$ cat config.mk
export PLATFORM = sky130hd
export DESIGN_NAME = gpio_pin_drive_modes
export DESIGN_NICKNAME = d
export VERILOG_FILES = /design/src/rtl/gpio_pin_cell.v /design/src/rtl/gpio_pin_drive_modes.v
export VERILOG_INCLUDE_DIRS = /design/src /design/src/rtl
export SDC_FILE = /design/constraint.sdc
export NUM_CORES = 1
export LEC_CHECK = 0
export BUFFER_PORTS_ARGS = -buffer_cell sky130_fd_sc_hd__buf_2
export CORE_ASPECT_RATIO = 0.7
export CORE_MARGIN = 3
export CORE_UTILIZATION = 35
export DETAILED_ROUTE_END_ITERATION = 10
export HOLD_SLACK_MARGIN = 0.12
export PLACE_DENSITY = 0.63
export SYNTH_ARGS = -nofsm -noshare
export SYNTH_HDL_FRONTEND = slang
export SYNTH_SLANG_ARGS = --single-unit
$ cat constraint.sdc
create_clock -name clk_i -period 1.7 [get_ports clk_i]
set_input_delay 0.085 -clock clk_i [delete_from_list [all_inputs] [get_ports clk_i]]
set_output_delay 0.085 -clock clk_i [all_outputs]
set_load 0.02 [all_outputs]
$ cat src/rtl/gpio_pin_map.vh
// Purpose: Offsets, mode codes, reset values and timing counts for the GPIO port block
// Assumes: Wishbone classic slave with 32-bit data, byte addresses
// Notes:   Mode encoding: {mode1,mode0} per pin
`ifndef GPIO_PIN_MAP_VH
`define GPIO_PIN_MAP_VH

// ==========================================
// Register offsets (byte addresses)
`define GP_OFS_LATCH     8'h00
`define GP_OFS_MODE1     8'h04
`define GP_OFS_MODE0     8'h08
`define GP_OFS_PINS      8'h0C
`define GP_OFS_PWM_SEL   8'h10
`define GP_OFS_PWM_LVL   8'h14

// ==========================================
// Mode codes {mode1,mode0}
`define GP_MODE_QUASI    2'b00
`define GP_MODE_PUSH     2'b01
`define GP_MODE_INPUT    2'b10
`define GP_MODE_OPEN     2'b11

// ==========================================
// Reset values
`define GP_RST_LATCH     8'hFF
`define GP_RST_MODE      8'h00
`define GP_RST_PWM       8'h00

// ==========================================
// Timing counts in CPU clocks
`define GP_STRONG_CLKS   2
`define GP_ACCESS_CLKS   4

`endif

$ cat src/rtl/gpio_pin_cell.v
// Purpose: Driver control for one port pin
// Assumes: Sensed level already synchronised
// Notes:   Strong burst counter local to the pin
`timescale 1ns/1ns
`default_nettype none
`include "gpio_pin_map.vh"

module gpio_pin_cell (
  input  wire       clk_i,
  input  wire       rst_i,
  input  wire       latch_i,
  input  wire [1:0] mode_i,
  input  wire       pwm_en_i,
  input  wire       pwm_lvl_i,
  input  wire       sense_i,
  output reg        very_weak_o,
  output reg        weak_o,
  output reg        strong_o,
  output reg        pull_down_o,
  output reg        schmitt_o
);

  reg       prev_out;
  reg [1:0] burst;
  reg [1:0] eff_mode;
  reg       out_bit;
  reg [1:0] next_burst;

  // ==========================================
  // Effective mode and output bit
  always @* begin
    eff_mode = mode_i;
    out_bit  = latch_i;
    if (pwm_en_i && mode_i != `GP_MODE_INPUT) begin
      out_bit = pwm_lvl_i;
      if (mode_i == `GP_MODE_QUASI)
        eff_mode = `GP_MODE_PUSH;
    end
  end

  // ==========================================
  // Strong pull-up burst on rising output bit
  always @* begin
    next_burst = 2'd0;
    if (eff_mode == `GP_MODE_QUASI && out_bit && !prev_out)
      next_burst = 2'd`GP_STRONG_CLKS;
    else if (eff_mode == `GP_MODE_QUASI && out_bit && burst != 2'd0)
      next_burst = burst - 2'd1;
  end

  always @(posedge clk_i) begin
    if (rst_i) begin
      prev_out <= 1'b1;
      burst    <= 2'd0;
    end else begin
      prev_out <= out_bit;
      burst    <= next_burst;
    end
  end

  // ==========================================
  // Driver selection
  always @(posedge clk_i) begin
    if (rst_i) begin
      very_weak_o <= 1'b1;
      weak_o      <= 1'b1;
      strong_o    <= 1'b0;
      pull_down_o <= 1'b0;
      schmitt_o   <= 1'b0;
    end else begin
      very_weak_o <= 1'b0;
      weak_o      <= 1'b0;
      strong_o    <= 1'b0;
      pull_down_o <= 1'b0;
      schmitt_o   <= 1'b0;
      case (eff_mode)
        `GP_MODE_QUASI: begin
          very_weak_o <= out_bit;
          weak_o      <= out_bit & sense_i;
          strong_o    <= (next_burst != 2'd0);
          pull_down_o <= ~out_bit;
        end
        `GP_MODE_PUSH: begin
          strong_o    <= out_bit;
          pull_down_o <= ~out_bit;
        end
        `GP_MODE_INPUT: begin
          schmitt_o   <= 1'b1;
        end
        `GP_MODE_OPEN: begin
          pull_down_o <= ~out_bit;
        end
        default: begin
          pull_down_o <= 1'b0;
        end
      endcase
    end
  end

endmodule // gpio_pin_cell

`default_nettype wire

$ cat src/rtl/gpio_pin_drive_modes.v
// Purpose: Eight-pin general-purpose port with four drive modes per pin
// Assumes: Wishbone classic slave, 32-bit data, 20 MHz clock, synchronous reset
// Notes:   Pad driver controls are outputs; analog behaviour is outside
//
// Added by the designer: the Wishbone register port and the address map.
`timescale 1ns/1ns
`default_nettype none
`include "gpio_pin_map.vh"

module gpio_pin_drive_modes #(
  parameter WIDTH = 8
) (
  input  wire             clk_i,
  input  wire             rst_i,
  input  wire             cyc_i,
  input  wire             stb_i,
  input  wire             we_i,
  input  wire [7:0]       adr_i,
  input  wire [3:0]       sel_i,
  input  wire [31:0]      dat_i,
  output reg  [31:0]      dat_o,
  output reg              ack_o,
  output wire             err_o,
  input  wire [WIDTH-1:0] pin_i,
  output wire [WIDTH-1:0] very_weak_o,
  output wire [WIDTH-1:0] weak_o,
  output wire [WIDTH-1:0] strong_o,
  output wire [WIDTH-1:0] pull_down_o,
  output wire [WIDTH-1:0] schmitt_o
);

  // ==========================================
  // Register state
  reg  [WIDTH-1:0] port_latch;
  reg  [WIDTH-1:0] mode_hi;
  reg  [WIDTH-1:0] mode_lo;
  reg  [WIDTH-1:0] pwm_sel;
  reg  [WIDTH-1:0] pwm_lvl;
  reg  [WIDTH-1:0] sync1;
  reg  [WIDTH-1:0] sync2;
  reg  [WIDTH-1:0] sync3;
  reg  [WIDTH-1:0] sensed;
  reg  [1:0]       wait_cnt;
  reg              busy;
  reg              hit;
  reg  [31:0]      rd_val;
  wire             req;
  wire [WIDTH-1:0] pwm_act;

  // Wait states between taking a request and raising ack
  localparam [31:0] ACK_WAIT = `GP_ACCESS_CLKS - 3;

  assign req   = cyc_i & stb_i;
  assign err_o = 1'b0;

  // ==========================================
  // Pin input synchroniser, change accepted when stages two and three agree
  always @(posedge clk_i) begin
    if (rst_i) begin
      sync1  <= {WIDTH{1'b1}};
      sync2  <= {WIDTH{1'b1}};
      sync3  <= {WIDTH{1'b1}};
      sensed <= {WIDTH{1'b1}};
    end else begin
      sync1 <= pin_i;
      sync2 <= sync1;
      sync3 <= sync2;
      sensed <= (sync2 & sync3) | (sensed & (sync2 | sync3));
    end
  end

  // ==========================================
  // Read mux
  always @* begin
    hit    = 1'b1;
    rd_val = 32'h0000_0000;
    case (adr_i)
      `GP_OFS_LATCH:   rd_val[WIDTH-1:0] = port_latch;
      `GP_OFS_MODE1:   rd_val[WIDTH-1:0] = mode_hi;
      `GP_OFS_MODE0:   rd_val[WIDTH-1:0] = mode_lo;
      `GP_OFS_PINS:    rd_val[WIDTH-1:0] = sensed;
      `GP_OFS_PWM_SEL: rd_val[WIDTH-1:0] = pwm_sel;
      `GP_OFS_PWM_LVL: rd_val[WIDTH-1:0] = pwm_lvl;
      default:         hit = 1'b0;
    endcase
  end

  // ==========================================
  // Wishbone slave, every access takes four clocks to ack
  always @(posedge clk_i) begin
    if (rst_i) begin
      ack_o    <= 1'b0;
      busy     <= 1'b0;
      wait_cnt <= 2'd0;
      dat_o    <= 32'h0000_0000;
    end else begin
      ack_o <= 1'b0;
      if (req && !ack_o && !busy) begin
        busy     <= 1'b1;
        wait_cnt <= 2'd0;
      end else if (busy) begin
        if (wait_cnt == ACK_WAIT[1:0]) begin
          busy  <= 1'b0;
          ack_o <= 1'b1;
          dat_o <= hit ? rd_val : 32'h0000_0000;
        end else begin
          wait_cnt <= wait_cnt + 2'd1;
        end
      end
    end
  end

  // ==========================================
  // Register writes, taken on the ack edge
  always @(posedge clk_i) begin
    if (rst_i) begin
      port_latch <= `GP_RST_LATCH;
      mode_hi    <= `GP_RST_MODE;
      mode_lo    <= `GP_RST_MODE;
      pwm_sel    <= `GP_RST_PWM;
      pwm_lvl    <= `GP_RST_PWM;
    end else if (ack_o && req && we_i && sel_i[0]) begin
      case (adr_i)
        `GP_OFS_LATCH:   port_latch <= dat_i[WIDTH-1:0];
        `GP_OFS_MODE1:   mode_hi    <= dat_i[WIDTH-1:0];
        `GP_OFS_MODE0:   mode_lo    <= dat_i[WIDTH-1:0];
        `GP_OFS_PWM_SEL: pwm_sel    <= dat_i[WIDTH-1:0];
        `GP_OFS_PWM_LVL: pwm_lvl    <= dat_i[WIDTH-1:0];
        default:         port_latch <= port_latch;
      endcase
    end
  end

  assign pwm_act = pwm_sel;

  // ==========================================
  // Per-pin driver cells
  genvar g;
  generate
    for (g = 0; g < WIDTH; g = g + 1) begin : pins
      gpio_pin_cell u_cell (
        .clk_i      (clk_i),
        .rst_i      (rst_i),
        .latch_i    (port_latch[g]),
        .mode_i     ({mode_hi[g], mode_lo[g]}),
        .pwm_en_i   (pwm_act[g]),
        .pwm_lvl_i  (pwm_lvl[g]),
        .sense_i    (sensed[g]),
        .very_weak_o(very_weak_o[g]),
        .weak_o     (weak_o[g]),
        .strong_o   (strong_o[g]),
        .pull_down_o(pull_down_o[g]),
        .schmitt_o  (schmitt_o[g])
      );
    end
  endgenerate

endmodule // gpio_pin_drive_modes

`default_nettype wire

==> metrics.md <==
| Metric | Value |
|---|---|
| Status | `finished, final reports clean` |
| Die X | `roughly 170 µm` |
| Synthesized cell area | `6300 µm²` |
| Main synth FF type | `dfxtp_1` |
| CTS Buf Count | `17` |
| Die H | `118 µm` |
| CP Capture Type | `flip-flop` |
| Tmin final | `around 1.5 ns` |
| Initial antenna violation count | `2` |
| CP bufs+invs | `1` |
| Drt wl/cell | `15.0 µm` |
| Place WS | `-0.0794 ns` |
| Final net count | `roughly 800` |
| Crit path launch type | `flip-flop` |
| Commonest non-fill, non-tap cell in the layout | `dfxtp_1` |
| Share of layout cells above drive strength 1 | `0.257` |
| Post-synthesis average cell area | `approximately 9.6 µm²` |
| R2R cell count | `5` |
| Worst slew pin tran | `0.587 ns` |
| Synth Area in Simple Gates | `0.187` |
| Hold Startpoint | `rst_i` |
| DR pass1 iterations | `5` |
| Vias | `~4700` |
| Worst clock skew | `between 0.008 and 0.009 ns` |
| Io pins | `~130` |
| Starting Density | `0.362` |
| Power density over the cells | `1060 nW/µm²` |
| Post-synthesis xor/xnor area fraction | `0.00139` |
| Final WL | `between 10000 and 15000 µm` |
| Gr busiest metal | `met2` |
| Adder-Cell Fraction of Synth Area | `0.0179` |
| DR vias/cell | `slightly below 5` |
| CTS tree | `built` |
| Hold Vio Cnt, Final | `0` |
| Met2 GRT Util | `0.222` |
| Max IR drop VDD | `between 0.5 and 0.6 mV` |
| CORE AREA | `approximately 17000 µm²` |
| Clock sink count | `between 100 and 150` |
| Minimum hold slack | `about 0.14 ns` |
| Leak | `around 3.1 nW` |
| Hold Crit Depth | `2` |
| ANT cells | `0` |
| Max clock buf depth | `2` |
| DRC errors left | `0` |
| Htree depth | `4` |
| Cell family with most CP delay | `simple AND/OR/NAND/NOR gates` |
| Ys async rst share | `0` |
| Min-Delay Path Class | `primary input to flip-flop` |
| Yosys top cell area share | `0.470` |
| Synthesized flop and latch total | `about 150` |
| Final RePlAce weighted congestion | `0.808` |
| CTS clk-pin slew, worst paths | `0.07 ns` |
| Die area | `19700 µm²` |
| Post-Syn Instances | `658` |
| Detailed Place HPWL | `about 10000 µm` |
| Initial DRC count | `roughly 280` |
| Tcrit/Tclk final | `0.908` |
| Max-slew violation count | `0` |
| # hold bufs at CTS | `16` |
| Mux cell area share after synthesis | `0.0766` |
| Number of gates resized after CTS | `0` |
| CP cell instances | `nand3_1 > or4b_1 > buf_4 > o21ai_1 > a21oi_1` |
| Setup TNS | `0 ns` |
| Reg-to-reg endpoint | `pwm_lvl[2]$_SDFFE_PP0P_` |
| Critical Path Max Stage Delay | `0.49 ns` |
| Fmax | `approximately 650 MHz` |
| Number of synthesized flops with an enable pin | `0` |
| Largest net degree at the start of global routing | `54` |
| Layout Utilization | `0.431` |
| Synth Area in Compound Gates | `0.131` |
| Seq/Total Area, Yosys | `0.470` |
| Area Overhead vs Synth | `19.1%` |
| Met3 usage | `0.0421` |
| Setup Fix Bufs, Post-CTS | `0` |
| Max_cap viols | `0` |
| Synth Warn # | `0` |
| CP max-delay cell | `or4b_1` |
| Worst-Skew Late Latency | `about 0.42 ns` |
| Routed Antenna Nets | `0` |
| CP Max Fanout | `8` |
| Vias in the first global route | `about 4500` |
| Main combinational cell family by area after synthesis | `simple AND/OR/NAND/NOR gates` |
| IO buf count | `roughly 80` |
| PnR worst setup slack | `roughly 0.16 ns` |
| Final setup violation count | `0` |
| Area contributors post-synth | `dfxtp_1, buf_4, mux2i_1` |
| Worst R2R Setup Slack | `roughly 0.16 ns` |
| First-pass GRT wire length | `roughly 24000 µm` |
| Worst EP arrival | `between 1.5 and 2 ns` |
| GRT overflow | `0` |
| WP depth | `5` |
| Critical Path Start | `ack_o$_SDFF_PP0_` |
| Worst rel slew slack | `0.609` |
| Start of the worst register-to-register path | `ack_o$_SDFF_PP0_` |
| CTS root buf | `clkbuf_16` |
| # rows | `40` |
| WHS Endpoint | `pins[1].u_cell.schmitt_o$_SDFF_PP0_` |
| RSZ-0062 raised after global routing | `no` |
| Type of the worst setup path | `flip-flop to flip-flop` |
| Filler Cell Count | `between 1500 and 2000` |
| Most frequent cells in the layout | `dfxtp_1, buf_2, nor2_1` |
| Met1 Resource Use GR | `0.211` |
| Critical Path RT | `about 2.0 ns` |
| Netlist cell types | `47` |
| Total track usage | `0.149` |
| Yosys top cell by area | `dfxtp_1` |
-- cells in the mapped netlist, types with 7 or more instances --
cell        n
a211oi_1   14
a21boi_0    8
a21o_1      8
a21oi_1    37
a311o_1     8
and2_1      9
and3_1      7
buf_4      67
clkbuf_1   16
dfxtp_1   148
ha_1        9
inv_1      34
mux2i_1    28
nand2_1    11
nand2b_1    8
nand3_1    19
nor2_1     62
nor2b_1    18
nor3_1      9
nor4b_1    17
o21ai_0    16
o21ai_1     7
o21bai_1    8
o311ai_0    8
or2_2      32
-- metrics by stage --
step,cells,power [W],area [µm²]
floorplan,682,0.00407,6390
global placement,933,0.00418,6750
detailed placement,933,0.00419,6750
CTS,981,0.00801,7510
global route,981,0.00825,7510
finish,981,0.00795,7510
-- layer usage --
layer,routed length [µm],part of all wire
met5,31,0.0021
met4,168,0.011
met3,869,0.059
met2,6180,0.42
met1,7440,0.51
-- report_power, final --
group	total, W	internal (W)	switching, W
Combinational	0.000562	0.000238	0.000324
Clock	0.00380	0.00221	0.00160
Sequential	0.00358	0.00355	0.0000369
-- flip-flops by register name (all words and copies together) (netlist names) --
| name | cells |
|---|---|
| ack_o | 1 |
| busy | 1 |
| dat_o | 8 |
| mode_hi | 8 |
| mode_lo | 8 |
| pins.u_cell.burst | 16 |
| pins.u_cell.prev_out | 8 |
| pins.u_cell.pull_down_o | 8 |
| pins.u_cell.schmitt_o | 8 |
| pins.u_cell.strong_o | 8 |
| pins.u_cell.very_weak_o | 8 |
| pins.u_cell.weak_o | 8 |
| port_latch | 8 |
| pwm_act | 8 |
| pwm_lvl | 8 |
| sensed | 8 |
| sync1 | 8 |
| sync2 | 8 |
| sync3 | 8 |
| wait_cnt | 2 |
-- cell type report --
type                    count  area, µm²  share of cell area
repair buffers            128        833               0.111
flip-flops and latches    148       2960               0.395
well taps                 231        289              0.0385
inverters                  34        128              0.0170
clock buffers              17        425              0.0567
clock inverters            15        169              0.0225
multi-input cells         408       2700               0.360
-- kinds of logic (layout without fill, tap and decap cells) --
logic type               Yosys count  in the layout
flip-flops                       148            148
XOR/XNOR                           1              1
AO/OA/AOI/OAI                    125            125
adder cells (fa/ha/maj)            9              9
buffers and inverters            126            194
AND/OR/NAND/NOR                  208            208
multiplexers                      40             40
other                              1             25
-- how the worst max path moves through the flow --
stage	to	slack, ns
after detailed placement	pwm_lvl[2]$_SDFFE_PP0P_	-0.08
after CTS	pwm_lvl[2]$_SDFFE_PP0P_	0.16
after floorplan	mode_lo[7]$_SDFFE_PP0P_	0.11
after global routing	pwm_lvl[3]$_SDFFE_PP0P_	0.03
after global placement	pwm_lvl[1]$_SDFFE_PP0P_	-0.08
final	pwm_lvl[2]$_SDFFE_PP0P_	0.16
Note: power is estimated with default switching activity, not from simulation.
